==> src/pkg/irm_pkg.sv <==
package irm_pkg;

  // Register byte offsets.
  localparam logic [7:0] REG_CTRL = 8'h00;
  localparam logic [7:0] REG_ADDR = 8'h04;
  localparam logic [7:0] REG_TXDATA = 8'h08;
  localparam logic [7:0] REG_RXDATA = 8'h0C;
  localparam logic [7:0] REG_STATUS = 8'h10;
  localparam logic [7:0] REG_TAIL1 = 8'h14;
  localparam logic [7:0] REG_TAIL2 = 8'h18;
  localparam logic [7:0] REG_TAIL3 = 8'h1C;

  // Control register field positions.
  localparam int CTRL_MODE_LSB = 0;
  localparam int CTRL_TXE = 2;
  localparam int CTRL_RXE = 3;
  localparam int CTRL_RATE = 4;
  localparam int CTRL_MATCH = 5;
  localparam logic [1:0] MODE_MEDIUM = 2'h2;

  // Status register bit positions.
  localparam int ST_TFC = 0;
  localparam int ST_RFC = 1;
  localparam int ST_CRCE = 2;
  localparam int ST_RAB = 3;
  localparam int ST_ROR = 4;
  localparam int ST_W = 5;

  // Line coding constants.
  localparam logic [7:0] FLAG = 8'h7E;
  localparam logic [7:0] BCAST = 8'hFF;
  localparam logic [15:0] CRC_INIT = 16'hFFFF;
  localparam logic [15:0] CRC_POLY = 16'h1021;
  localparam logic [2:0] STUFF_RUN = 3'h5;
  localparam logic [2:0] FLAG_RUN = 3'h6;
  localparam logic [2:0] MAX_RUN = 3'h7;

  // Clock division: transmit in quarter-bit ticks, receive in source clock cycles.
  localparam logic [1:0] TX_LAST_QUARTER = 2'h3;
  localparam int RX_DIV_NUM = 125;
  localparam int RX_DIV_DEN = 3;
  localparam logic [5:0] RX_LONG = 6'((RX_DIV_NUM + RX_DIV_DEN - 1) / RX_DIV_DEN);
  localparam logic [5:0] RX_SHORT = 6'(RX_DIV_NUM / RX_DIV_DEN);
  localparam logic [5:0] RX_HALF = 6'(RX_DIV_NUM / RX_DIV_DEN / 2);
  localparam logic [1:0] RX_SHORT_PHASE = 2'h2;

  typedef struct packed {
    logic re;
    logic we;
    logic [7:0] addr;
    logic [31:0] wdata;
  } irm_bus_t;

  typedef enum logic [3:0] {
    TX_IDLE = 4'b0001,
    TX_OPEN = 4'b0010,
    TX_DATA = 4'b0100,
    TX_CRC = 4'b1000
  } irm_tx_st_t;

  typedef enum logic [3:0] {
    RX_HUNT = 4'b0001,
    RX_SYNC = 4'b0010,
    RX_FRAME = 4'b0100,
    RX_SKIP = 4'b1000
  } irm_rx_st_t;

  typedef struct packed {
    logic match_en;
    logic rate;
    logic receive_enable_bit;
    logic transmit_enable_bit;
    logic [1:0] mode;
  } irm_ctl_t;

  localparam irm_ctl_t CTRL_RESET = '0;

  typedef struct packed {
    logic v;
    logic rab;
    logic crce;
    logic eof;
    logic [7:0] data;
  } irm_rxw_t;

  typedef struct packed {
    irm_tx_st_t st;
    logic pre;
    logic [1:0] qc;
    logic cur;
    logic [15:0] sh;
    logic [4:0] nb;
    logic [2:0] ones;
    logic fc;
    logic [15:0] crc;
    logic hv;
    logic [7:0] hold;
    logic [23:0] tail;
    logic [1:0] tn;
    logic out;
  } irm_tx_t;

  typedef struct packed {
    irm_rx_st_t st;
    logic [2:0] sy;
    logic [5:0] cnt;
    logic [1:0] ph;
    logic seen;
    logic [2:0] run;
    logic [7:0] sh;
    logic [2:0] bc;
    logic [7:0] t0;
    logic [7:0] t1;
    logic [1:0] tc;
    logic [7:0] pend;
    logic pv;
    logic [15:0] crc;
    irm_rxw_t rxd;
  } irm_rx_t;

  typedef struct packed {
    irm_ctl_t ctl;
    logic [7:0] maddr;
    logic [ST_W-1:0] st;
    logic [31:0] rdata;
    irm_tx_t tx;
    irm_rx_t rx;
  } irm_state_t;

endpackage

==> src/rtl/irm_framer.sv <==
`timescale 1ns/1ps

module irm_framer
(
  // Clock, reset and freeze.
  input wire logic clk,
  input wire logic reset,
  input wire logic clk_en,
  // Register port.
  input wire irm_pkg::irm_bus_t bus,
  output logic [31:0] rdata,
  // Optical transceiver.
  input wire logic ir_rx,
  output logic ir_tx
);

  irm_pkg::irm_state_t q;
  irm_pkg::irm_state_t d;

  ////////////////////////////////////////////////////////////////////////////////

  function automatic logic [15:0] crc_bit(input logic [15:0] c, input logic b);
    logic fb;
    fb = c[15] ^ b;
    crc_bit = {c[14:0], 1'b0} ^ (fb ? irm_pkg::CRC_POLY : 16'h0000);
  endfunction

  function automatic logic [15:0] crc_byte(input logic [15:0] c, input logic [7:0] v);
    logic [15:0] r;
    r = c;
    for (int i = 0; i < 8; i++)
    begin
      r = crc_bit(r, v[i]);
    end
    crc_byte = r;
  endfunction

  function automatic logic [7:0] rev8(input logic [7:0] v);
    logic [7:0] r;
    r = '0;
    for (int i = 0; i < 8; i++)
    begin
      r[i] = v[7 - i];
    end
    rev8 = r;
  endfunction

  ////////////////////////////////////////////////////////////////////////////////

  always_comb
  begin
    logic tx_on;
    logic rx_on;
    logic tick;
    logic bit_v;
    logic stuffed;
    logic rise;
    logic ev;
    logic b;
    logic flag;
    logic stuff;
    logic abt;
    logic bdone;
    logic [7:0] nbyte;
    logic [5:0] len;
    logic dv;
    irm_pkg::irm_rxw_t dw;
    logic [irm_pkg::ST_W-1:0] set;
    logic [irm_pkg::ST_W-1:0] clr;
    logic rd_hit;
    tx_on = 1'b0;
    rx_on = 1'b0;
    tick = 1'b0;
    bit_v = 1'b0;
    stuffed = 1'b0;
    rise = 1'b0;
    ev = 1'b0;
    b = 1'b0;
    flag = 1'b0;
    stuff = 1'b0;
    abt = 1'b0;
    bdone = 1'b0;
    nbyte = '0;
    len = '0;
    dv = 1'b0;
    dw = '0;
    set = '0;
    clr = '0;
    rd_hit = 1'b0;
    d = q;

    tx_on = q.ctl.transmit_enable_bit && (q.ctl.mode == irm_pkg::MODE_MEDIUM);
    rx_on = q.ctl.receive_enable_bit && (q.ctl.mode == irm_pkg::MODE_MEDIUM);

    // Reading the receive word frees it before any new byte is delivered.
    rd_hit = bus.re && (bus.addr == irm_pkg::REG_RXDATA);
    if (rd_hit)
    begin
      d.rx.rxd.v = 1'b0;
    end

    //////////////////////////////////////////////////////////////////////////////
    // Transmit path.
    if (!tx_on)
    begin
      // Disabling drops everything queued, so a half frame is never resumed.
      d.tx = '0;
      d.tx.st = irm_pkg::TX_IDLE;
      d.tx.cur = 1'b1;
    end
    else
    begin
      tick = q.ctl.rate | q.tx.pre;
      d.tx.pre = ~q.ctl.rate & ~q.tx.pre;
      if (tick)
      begin
        d.tx.qc = q.tx.qc + 2'h1;
        if (q.tx.qc == irm_pkg::TX_LAST_QUARTER)
        begin
          stuffed = ((q.tx.st == irm_pkg::TX_DATA) || (q.tx.st == irm_pkg::TX_CRC))
                    && (q.tx.ones == irm_pkg::STUFF_RUN);
          if (stuffed)
          begin
            d.tx.cur = 1'b0;
            d.tx.ones = '0;
          end
          else
          begin
            if (q.tx.nb == 5'h00)
            begin
              d.tx.nb = 5'h08;
              d.tx.sh = {8'h00, irm_pkg::FLAG};
              unique case (q.tx.st)
                irm_pkg::TX_IDLE:
                begin
                  d.tx.ones = '0;
                  if (q.tx.hv)
                  begin
                    d.tx.st = irm_pkg::TX_OPEN;
                    d.tx.fc = 1'b1;
                  end
                end
                irm_pkg::TX_OPEN:
                begin
                  if (q.tx.fc)
                  begin
                    d.tx.fc = 1'b0;
                  end
                  else
                  begin
                    d.tx.st = irm_pkg::TX_DATA;
                    d.tx.sh = {8'h00, q.tx.hold};
                    d.tx.hv = 1'b0;
                    d.tx.crc = irm_pkg::CRC_INIT;
                  end
                end
                irm_pkg::TX_DATA:
                begin
                  if (q.tx.hv)
                  begin
                    d.tx.sh = {8'h00, q.tx.hold};
                    d.tx.hv = 1'b0;
                  end
                  else if (q.tx.tn != 2'h0)
                  begin
                    d.tx.sh = {8'h00, q.tx.tail[7:0]};
                    d.tx.tail = {8'h00, q.tx.tail[23:8]};
                    d.tx.tn = q.tx.tn - 2'h1;
                  end
                  else
                  begin
                    d.tx.st = irm_pkg::TX_CRC;
                    d.tx.sh = q.tx.crc;
                    d.tx.nb = 5'h10;
                  end
                end
                irm_pkg::TX_CRC:
                begin
                  d.tx.st = irm_pkg::TX_IDLE;
                  set[irm_pkg::ST_TFC] = 1'b1;
                end
              endcase
            end
            if (d.tx.st == irm_pkg::TX_CRC)
            begin
              bit_v = d.tx.sh[15];
              d.tx.sh = {d.tx.sh[14:0], 1'b0};
            end
            else
            begin
              bit_v = d.tx.sh[0];
              d.tx.sh = {1'b0, d.tx.sh[15:1]};
            end
            d.tx.nb = d.tx.nb - 5'h01;
            d.tx.cur = bit_v;
            if ((d.tx.st == irm_pkg::TX_DATA) || (d.tx.st == irm_pkg::TX_CRC))
            begin
              d.tx.ones = bit_v ? d.tx.ones + 3'h1 : 3'h0;
            end
            if (d.tx.st == irm_pkg::TX_DATA)
            begin
              d.tx.crc = crc_bit(d.tx.crc, bit_v);
            end
          end
        end
      end
      d.tx.out = (d.tx.qc == 2'h0) && !d.tx.cur;
    end

    //////////////////////////////////////////////////////////////////////////////
    // Receive path: the first synchroniser stage feeds only the second.
    d.rx.sy = {q.rx.sy[1:0], ir_rx};
    if (!rx_on)
    begin
      d.rx = '0;
      d.rx.st = irm_pkg::RX_HUNT;
      d.rx.sy = {q.rx.sy[1:0], ir_rx};
    end
    else
    begin
      len = (q.rx.ph == irm_pkg::RX_SHORT_PHASE) ? irm_pkg::RX_SHORT : irm_pkg::RX_LONG;
      rise = q.rx.sy[1] && !q.rx.sy[2];
      if (rise)
      begin
        // An edge just after a window closed belongs to the new window already.
        ev = (q.rx.cnt >= irm_pkg::RX_HALF);
        b = !q.rx.seen;
        d.rx.cnt = '0;
        d.rx.seen = 1'b1;
      end
      else if (q.rx.cnt == len - 6'h01)
      begin
        ev = 1'b1;
        b = !q.rx.seen;
        d.rx.cnt = '0;
        d.rx.seen = 1'b0;
      end
      else
      begin
        d.rx.cnt = q.rx.cnt + 6'h01;
      end
      if (ev)
      begin
        d.rx.ph = (q.rx.ph == irm_pkg::RX_SHORT_PHASE) ? 2'h0 : q.rx.ph + 2'h1;
      end

      if (ev)
      begin
        flag = !b && (q.rx.run == irm_pkg::FLAG_RUN);
        stuff = !b && (q.rx.run == irm_pkg::STUFF_RUN);
        abt = b && (q.rx.run == irm_pkg::FLAG_RUN);
        if (b)
        begin
          d.rx.run = (q.rx.run == irm_pkg::MAX_RUN) ? q.rx.run : q.rx.run + 3'h1;
        end
        else
        begin
          d.rx.run = '0;
        end
        nbyte = {b, q.rx.sh[7:1]};
        bdone = !flag && !stuff && !abt && (q.rx.bc == 3'h7);
        if (!flag && !stuff && !abt)
        begin
          d.rx.sh = nbyte;
          d.rx.bc = q.rx.bc + 3'h1;
        end
        unique case (q.rx.st)
          irm_pkg::RX_HUNT, irm_pkg::RX_SKIP:
          begin
            if (flag)
            begin
              d.rx.st = irm_pkg::RX_SYNC;
              d.rx.bc = '0;
            end
          end
          irm_pkg::RX_SYNC:
          begin
            if (flag)
            begin
              d.rx.bc = '0;
            end
            else if (abt)
            begin
              d.rx.st = irm_pkg::RX_HUNT;
            end
            else if (bdone)
            begin
              if (q.ctl.match_en && (nbyte != q.maddr) && (nbyte != irm_pkg::BCAST))
              begin
                d.rx.st = irm_pkg::RX_SKIP;
              end
              else
              begin
                d.rx.st = irm_pkg::RX_FRAME;
                d.rx.t0 = nbyte;
                d.rx.tc = 2'h1;
                d.rx.pv = 1'b0;
                d.rx.crc = irm_pkg::CRC_INIT;
              end
            end
          end
          irm_pkg::RX_FRAME:
          begin
            if (flag && (q.rx.bc == 3'h7) && (q.rx.tc == 2'h2) && q.rx.pv)
            begin
              // The two held bytes are the CRC, each assembled in reverse order.
              dv = 1'b1;
              dw.data = q.rx.pend;
              dw.eof = 1'b1;
              dw.crce = (q.rx.crc != {rev8(q.rx.t0), rev8(q.rx.t1)});
              set[irm_pkg::ST_RFC] = 1'b1;
              set[irm_pkg::ST_CRCE] = dw.crce;
              d.rx.st = irm_pkg::RX_SYNC;
              d.rx.bc = '0;
            end
            else if (flag || abt)
            begin
              dv = q.rx.pv;
              dw.data = q.rx.pend;
              dw.eof = 1'b1;
              dw.rab = 1'b1;
              set[irm_pkg::ST_RAB] = 1'b1;
              d.rx.st = flag ? irm_pkg::RX_SYNC : irm_pkg::RX_HUNT;
              d.rx.bc = '0;
            end
            else if (bdone)
            begin
              if (q.rx.tc == 2'h2)
              begin
                d.rx.crc = crc_byte(q.rx.crc, q.rx.t0);
                dv = q.rx.pv;
                dw.data = q.rx.pend;
                d.rx.pend = q.rx.t0;
                d.rx.pv = 1'b1;
                d.rx.t0 = q.rx.t1;
                d.rx.t1 = nbyte;
              end
              else
              begin
                d.rx.t1 = nbyte;
                d.rx.tc = 2'h2;
              end
            end
          end
        endcase
      end
      if (dv)
      begin
        if (d.rx.rxd.v)
        begin
          set[irm_pkg::ST_ROR] = 1'b1;
        end
        else
        begin
          d.rx.rxd = dw;
          d.rx.rxd.v = 1'b1;
        end
      end
    end

    //////////////////////////////////////////////////////////////////////////////
    // Register port.
    d.rdata = '0;
    if (bus.re)
    begin
      unique case (bus.addr)
        irm_pkg::REG_CTRL: d.rdata = {26'h0, q.ctl};
        irm_pkg::REG_ADDR: d.rdata = {24'h0, q.maddr};
        irm_pkg::REG_TXDATA: d.rdata = {30'h0, q.tx.st != irm_pkg::TX_IDLE, q.tx.hv};
        irm_pkg::REG_RXDATA: d.rdata = {20'h0, q.rx.rxd};
        irm_pkg::REG_STATUS: d.rdata = {27'h0, q.st};
        default: d.rdata = '0;
      endcase
    end
    if (bus.we)
    begin
      unique case (bus.addr)
        irm_pkg::REG_CTRL: d.ctl = bus.wdata[5:0];
        irm_pkg::REG_ADDR: d.maddr = bus.wdata[7:0];
        irm_pkg::REG_STATUS: clr = bus.wdata[irm_pkg::ST_W-1:0];
        irm_pkg::REG_TXDATA:
        begin
          if (tx_on && !d.tx.hv)
          begin
            d.tx.hold = bus.wdata[7:0];
            d.tx.hv = 1'b1;
          end
        end
        irm_pkg::REG_TAIL1, irm_pkg::REG_TAIL2, irm_pkg::REG_TAIL3:
        begin
          if (tx_on && (d.tx.tn == 2'h0))
          begin
            d.tx.tail = bus.wdata[23:0];
            d.tx.tn = bus.addr[3:2];
          end
        end
        default: d.rdata = d.rdata;
      endcase
    end
    // A new event in the cycle of its clear keeps the bit set.
    d.st = (q.st & ~clr) | set;
  end

  ////////////////////////////////////////////////////////////////////////////////

  always_ff @(posedge clk)
  begin
    if (reset)
    begin
      q <= '0;
      q.ctl <= irm_pkg::CTRL_RESET;
      q.tx.st <= irm_pkg::TX_IDLE;
      q.tx.cur <= 1'b1;
      q.rx.st <= irm_pkg::RX_HUNT;
    end
    else if (clk_en)
    begin
      q <= d;
    end
  end

  assign rdata = q.rdata;
  assign ir_tx = q.tx.out;

endmodule

==> config.mk <==
export PLATFORM = sky130hd
export DESIGN_NAME = irm_framer
export DESIGN_NICKNAME = d
export VERILOG_FILES = /design/src/pkg/irm_pkg.sv /design/src/rtl/irm_framer.sv
export SDC_FILE = /design/constraint.sdc
export NUM_CORES = 1
export LEC_CHECK = 0
export BUFFER_PORTS_ARGS = -buffer_cell sky130_fd_sc_hd__clkbuf_2
export CAP_MARGIN = 20
export CORE_ASPECT_RATIO = 1.2
export CORE_MARGIN = 1
export CORE_UTILIZATION = 55
export DETAILED_ROUTE_END_ITERATION = 10
export PLACE_DENSITY = 0.74
export SYNTH_ARGS = -nofsm -noshare
export SYNTH_HDL_FRONTEND = slang
export SYNTH_SLANG_ARGS = --single-unit
export TNS_END_PERCENT = 20
==> constraint.sdc <==
create_clock -name clk -period 5.8 [get_ports clk]
set_clock_uncertainty 0.2 [all_clocks]
set_input_delay 0.29 -clock clk [delete_from_list [all_inputs] [get_ports clk]]
set_output_delay 0.29 -clock clk [all_outputs]
set_load 0.01 [all_outputs]
==> results of run 1 <==
state kept, by name (all words and copies together) (netlist names):
name   count
ir_tx      1
q        185
d          2
rdata     12
cells by family after synthesis:
family                   after synthesis  share of synthesized area
flip-flops                           200                     0.3905
other                                  1                  0.0003658
buffers and inverters                151                    0.07176
adder cells (fa/ha/maj)               11                    0.01342
AO/OA/AOI/OAI                        368                     0.2431
multiplexers                          32                    0.03393
AND/OR/NAND/NOR                      430                     0.2034
XOR/XNOR                              50                    0.04345
power groups by stage:
| stage | registers, mW | clock network [mW] | logic, mW |
|---|---|---|---|
| detailed placement | 1.41 | 0 | 0.105 |
| global placement | 1.41 | 0 | 0.104 |
| CTS | 1.38 | 1.27 | 0.116 |
| floorplan | 1.41 | 0 | 0.0782 |
| global route | 1.38 | 1.33 | 0.127 |
| finish | 1.38 | 1.25 | 0.119 |
final cells by class:
cell class | count | area, um^2 | area share
clock buffers | 18 | 439.2 | 0.03920
well taps | 224 | 280.3 | 0.02502
flip-flops and latches | 200 | 4004 | 0.3574
clock inverters | 14 | 182.7 | 0.01631
multi-input cells | 911 | 5595 | 0.4994
inverters | 33 | 123.9 | 0.01106
repair buffers | 86 | 578.1 | 0.05160
stage by stage:
step | setup WS (ns) | total power, mW | hold slack (ns) | cell area, um^2
after global routing | 1.659 | 2.831 | 0.01021 | 11200
after floorplan | 3.251 | 1.485 | 0.2305 | 10320
final | 2.038 | 2.747 | 0.02311 | 11200
after global placement | 2.204 | 1.512 | 0.2400 | 10340
after CTS | 2.093 | 2.765 | 0.000005163 | 11190
after detailed placement | 2.088 | 1.512 | 0.2473 | 10350
path summary, 6_finish.rpt:
path                             from                  end  slack, ns  depth (start not counted)
setup / recovery  q[169]$_SDFFE_PP0P_  q[147]$_SDFFE_PP0P_       2.04                          6
hold / removal                 bus[2]  q[209]$_SDFFE_PP0P_       0.02                          3
setup reg to reg  q[169]$_SDFFE_PP0P_  q[147]$_SDFFE_PP0P_       2.04                          6
hold reg to reg   q[149]$_SDFFE_PP0P_  q[149]$_SDFFE_PP0P_       0.26                          2
metal layers:
metal,vias to the layer above,part of all wire,global-route usage
li1,4474,-,-
met1,4402,0.41,0.3162
met2,252,0.52,0.5008
met3,70,0.040,0.04600
met4,2,0.030,0.1301
met5,-,0.00038,0
what timing repair did:
action	in CTS	in global routing
hold endpoints to repair	28	0
hold buffers	22	0
buffers inserted	0	0
cell usage after synthesis, drive strengths merged (3+ instances only):
master   count
o2111ai     14
xor2        17
nor4b        8
nor2b        8
nor2       187
nand3       35
nor3        19
nand4       21
inv         33
nand2b       6
o21ai       66
or3          5
o32a        10
nand2       94
dfxtp      200
a22o        24
a221oi       9
nor4         8
a22oi       44
buf         62
a211o        3
or2          3
or4b         3
a32oi        5
clkbuf      56
or4          4
a31oi        6
nand3b       4
xnor2       33
a222oi      24
a21oi      127
a211oi       3
a31o         3
ha          11
o21a         3
and3        10
o211ai       5
and2        11
o2bb2ai      7
mux2i       29
critical path: stages, from the launching register on:
cell	delay, ns
dfxtp_1	0.64
xor2_1	0.13
a31oi_1	0.39
nand3_1	0.77
nor2_1	1.12
a22oi_1	0.23
a21oi_1	0.19
==> impl_metrics.env, run 1 <==
export IMPL_cts_max_level=4
export IMPL_worst_pin_slew_ns=1.117
export IMPL_vias=9200
export IMPL_fin_setup_tns_ns=0
export IMPL_finalCriticalPeriod_ns=3.762
export IMPL_status="complete, no violations"
export IMPL_wl_um=26330
export IMPL_ir_drop_mv=0.2009
export IMPL_final_cell_count_no_fill=1486
export IMPL_setup_viol=0
export IMPL_cts_made_buffers=17
export IMPL_slew_headroom=0.2483
export IMPL_crit_type="reg2reg"
export IMPL_worstSetupEndpointType="flip-flop"
export IMPL_num_rows=54
export IMPL_die_h_um=151.6
export IMPL_hp_class="in2reg"
export IMPL_dieWidth_um=126.6
export IMPL_synth_top_cell_area_share=0.3905
export IMPL_cts_tree="built"
export IMPL_critical_path_max_fanout=23
export IMPL_vias_per_cell=6.191
export IMPL_syn_avg_cell_area_um2=8.248
export IMPL_grt_max_degree=82
export IMPL_grt_pass1_vias=8538
export IMPL_synth_edff_count=0
export IMPL_dpl_cell_count=1430
export IMPL_layout_common_cells="dfxtp_1 (200), nor2_1 (185), a21oi_1 (126), nand2_1 (94), o21ai_0 (60)"
export IMPL_start_util=0.5620
export IMPL_p_int_mw=2.112
export IMPL_yosysUniqueCellTypes=82
export IMPL_cts_resized=0
export IMPL_dpl_hpwl_um=17560
export IMPL_cap_violations=0
export IMPL_cellPowerDensity_nw_per_um2=245.2
export IMPL_design_core_area_um2=18240
export IMPL_ys_warnings_count=0
export IMPL_yosys_area_top_type="dfxtp_1"
export IMPL_synth_cells=1243
export IMPL_ys_seq_area_frac=0.3905
export IMPL_grt_first_pass_wirelength_um=42300
export IMPL_cts_root_buffer="clkbuf_16"
export IMPL_ant_nets=0
export IMPL_clk_pin_slew_worst_paths_ns=0.07
export IMPL_dr_pass1_iters=6
export IMPL_area_growth_pct=9.275
export IMPL_clockPowerShare=0.456
export IMPL_leakage_nw=4.003
export IMPL_power_frac_seq=0.501
export IMPL_critPathRequiredTime_ns=5.97
export IMPL_async_flop_share=0
export IMPL_final_common_cell="dfxtp_1"
export IMPL_ios=79
export IMPL_dieArea_um2=19190
export IMPL_post_route_period_util=0.6486
export IMPL_hold_viol=0
export IMPL_drive_above_1_share=0.1022
export IMPL_rsz0062_at_grt="false"
export IMPL_fmax_ghz=0.2658
export IMPL_grt_usage=0.2757
export IMPL_cp_arrival_ns=3.93
export IMPL_wl_per_cell_um=17.72
export IMPL_antenna_found_initial=1
export IMPL_gp_congestion=0.9188
export IMPL_clock_sinks=200
export IMPL_nNetsFinal=1306
export IMPL_drc=0
export IMPL_synth_ff_type="dfxtp_1"
export IMPL_clk_path_buf_depth=2
export IMPL_insertion_delay_ns=0.44
export IMPL_drt_iter0_drc=709
export IMPL_slew_viol_final=0
export IMPL_diodes=0
export IMPL_power_frac_comb=0.043
export IMPL_syn_area_um2=10250
export IMPL_overflow=0
export IMPL_synthTopCellsByArea="dfxtp_1 (39%), nor2_1 (6.8%), a21oi_1 (6.2%)"
export IMPL_p_sw_uw=635.2
export IMPL_fillers=1606
export IMPL_swShare=0.2313
export IMPL_ys_seq_elements=200
export IMPL_startpoint_type="flip-flop"
export IMPL_fin_util=0.6141
export IMPL_portBuffers=50
No activity file was read; power rests on OpenSTA's default activity.
==> inputs of run 2 (changes only) <==
--- a/config.mk
+++ b/config.mk
@@ -11,7 +11,7 @@
 export CORE_MARGIN = 1
 export CORE_UTILIZATION = 55
 export DETAILED_ROUTE_END_ITERATION = 10
-export PLACE_DENSITY = 0.74
+export PLACE_DENSITY = 0.77
 export SYNTH_ARGS = -nofsm -noshare
 export SYNTH_HDL_FRONTEND = slang
 export SYNTH_SLANG_ARGS = --single-unit
==> constraint.sdc (replaced) <==
create_clock -name clk -period 3.35 [get_ports clk]
set_clock_uncertainty 0.2 [all_clocks]
set_input_delay 0.1675 -clock clk [delete_from_list [all_inputs] [get_ports clk]]
set_output_delay 0.1675 -clock clk [all_outputs]
set_load 0.01 [all_outputs]
==> run 2 against run 1 <==
Utilization rose by 1.4 points. Critical path type unchanged. Flip-flop and latch count did not move. Clock-buffer cell count rose by 1. Largest cell class unchanged. Via count rose by 2.9%.
==> impl_metrics.env, run 2 (synthesized netlist as in run 1, its figures left out) <==
export IMPL_die_h_um=151.6
export IMPL_crit_type="reg2reg"
export IMPL_ios=79
export IMPL_cp_cell_sequence="ha_1 -> o21ai_0 -> a31oi_1 -> nand3_1 -> a21oi_2 -> o31ai_2 -> buf_4 -> a222oi_1 -> nor2_1"
export IMPL_critPathRequiredTime_ns=3.46
export IMPL_portBuffers=50
export IMPL_dieWidth_um=126.6
export IMPL_wl_um=27070
export IMPL_drive_above_1_share=0.1220
export IMPL_seq_area_um2=4004
export IMPL_clk_pin_slew_worst_paths_ns=0.08
export IMPL_cp_arrival_ns=3.22
export IMPL_critPathMaxStageDelay_ns=0.52
export IMPL_post_cts_buffers=0
export IMPL_start_util=0.5620
export IMPL_cts_tree="built"
export IMPL_nNetsFinal=1339
export IMPL_cpLargestDelayFamily="compound AO/OA/AOI/OAI gates"
export IMPL_vias=9463
export IMPL_antenna_found_initial=0
export IMPL_ir_drop_mv=0.3708
export IMPL_status="complete, no violations"
export IMPL_setup_viol=0
export IMPL_crit_buf_inv=1
export IMPL_multi_input_comb_area_um2=5602
export IMPL_clk_path_buf_depth=2
export IMPL_layout_common_cells="dfxtp_1 (200), nor2_1 (185), a21oi_1 (126), nand2_1 (94), o21ai_0 (60)"
export IMPL_drt_iter0_drc=933
export IMPL_dpl_hpwl_um=18550
export IMPL_final_common_cell="dfxtp_1"
export IMPL_largest_register_ffs=185
export IMPL_hold_viol=0
export IMPL_dieArea_um2=19190
export IMPL_insertion_delay_ns=0.44
export IMPL_rsz0062_at_grt="false"
export IMPL_leakage_nw=4.156
export IMPL_cap_violations=0
export IMPL_worst_hold_slack_ns=0.008093
export IMPL_area_growth_pct=11.69
export IMPL_grt_max_degree=54
export IMPL_ant_nets=0
export IMPL_worst_pin_slew_ns=0.6641
export IMPL_startpoint_type="flip-flop"
export IMPL_finalCriticalPeriod_ns=3.108
export IMPL_diodes=0
export IMPL_cp_slowest_cell="a31oi_1"
export IMPL_worstSetupEndpointType="flip-flop"
export IMPL_dr_pass1_iters=6
export IMPL_grt_pass1_vias=8820
export IMPL_wl_per_cell_um=17.82
export IMPL_cts_root_buffer="clkbuf_16"
export IMPL_cts_max_level=4
export IMPL_hp_class="in2reg"
export IMPL_vias_per_cell=6.230
export IMPL_grt_first_pass_wirelength_um=44040
export IMPL_num_rows=54
export IMPL_top_register="q"
export IMPL_finalInstanceArea_um2=11450
export IMPL_drc=0
export IMPL_design_core_area_um2=18240
export IMPL_slew_headroom=0.5526
export IMPL_critical_path_max_fanout=24
export IMPL_cts_made_buffers=17
export IMPL_gp_congestion=0.9290
export IMPL_grt_usage=0.2866
export IMPL_overflow=0
export IMPL_fmax_ghz=0.3217
export IMPL_cellPowerDensity_nw_per_um2=411.0
export IMPL_post_route_period_util=0.9279
export IMPL_fin_setup_tns_ns=0
export IMPL_clock_sinks=200
export IMPL_slew_viol_final=0
export IMPL_dpl_cell_area_um2=10570
export IMPL_fillers=1578
==> run 2: area by class of cell <==
type | count | share of cell area
Sequential cell | 200 | 0.3496
Tap cell | 224 | 0.02448
Inverter | 33 | 0.01082
Clock buffer | 19 | 0.03868
Timing Repair Buffer | 119 | 0.07321
Clock inverter | 13 | 0.01399
Multi-Input combinational cell | 911 | 0.4892
==> run 2: timing repair <==
action,CTS,global route
hold buffers,27,0
endpoints found under the setup margin,0,6
endpoints found under the hold margin,57,0
gates resized for setup,0,2
==> run 2: metal layers <==
layer	global-route usage	vias to the layer above	part of all wire
met1	0.3327	4531	0.41
met3	0.04529	82	0.042
met5	0	-	0
met4	0.1554	0	0.040
li1	-	4541	-
met2	0.5083	309	0.51
==> run 2: worst reg2reg max path, delay by kind of cell (launching register included) <==
| family | cells | cell delay (ns) |
|---|---|---|
| fa+ha+maj | 1 | 0.16 |
| simple gates | 2 | 0.41 |
| compound gates | 5 | 1.60 |
| buf+inv | 1 | 0.22 |
| flops | 1 | 0.39 |
==> run 2: path summary, 6_finish.rpt <==
| kind | cells after the start | endpoint | slack (ns) | startpoint |
|---|---|---|---|---|
| setup reg to reg | 9 | q[97]$_SDFFE_PP0P_ | 0.24 | q[163]$_SDFFE_PP0P_ |
| hold / removal | 2 | q[156]$_SDFFE_PP0P_ | 0.008 | reset |
| hold reg to reg | 2 | q[150]$_SDFFE_PP0P_ | 0.26 | q[150]$_SDFFE_PP0P_ |
| setup / recovery | 9 | q[97]$_SDFFE_PP0P_ | 0.24 | q[163]$_SDFFE_PP0P_ |
==> run 2: stage by stage <==
stage            util  power (mW)  worst slack, ns  instances
6_report       0.6277       4.707           0.2416       1519
5_1_grt        0.6277       4.872         0.003033       1519
4_1_cts        0.6274       4.736           0.2247       1519
3_5_place_dp   0.5795       2.627           0.2406       1460
3_3_place_gp   0.5791       2.624           0.2934       1459
2_1_floorplan       -       2.571           0.8042       1262
==> run 2: where the power goes <==
| part | internal (mW) | total [mW] | switching [mW] |
|---|---|---|---|
| clock | 1.15 | 2.10 | 0.956 |
| combinational | 0.0707 | 0.222 | 0.151 |
| sequential | 2.38 | 2.38 | 0.00302 |
| total | 3.60 | 4.71 | 1.11 |
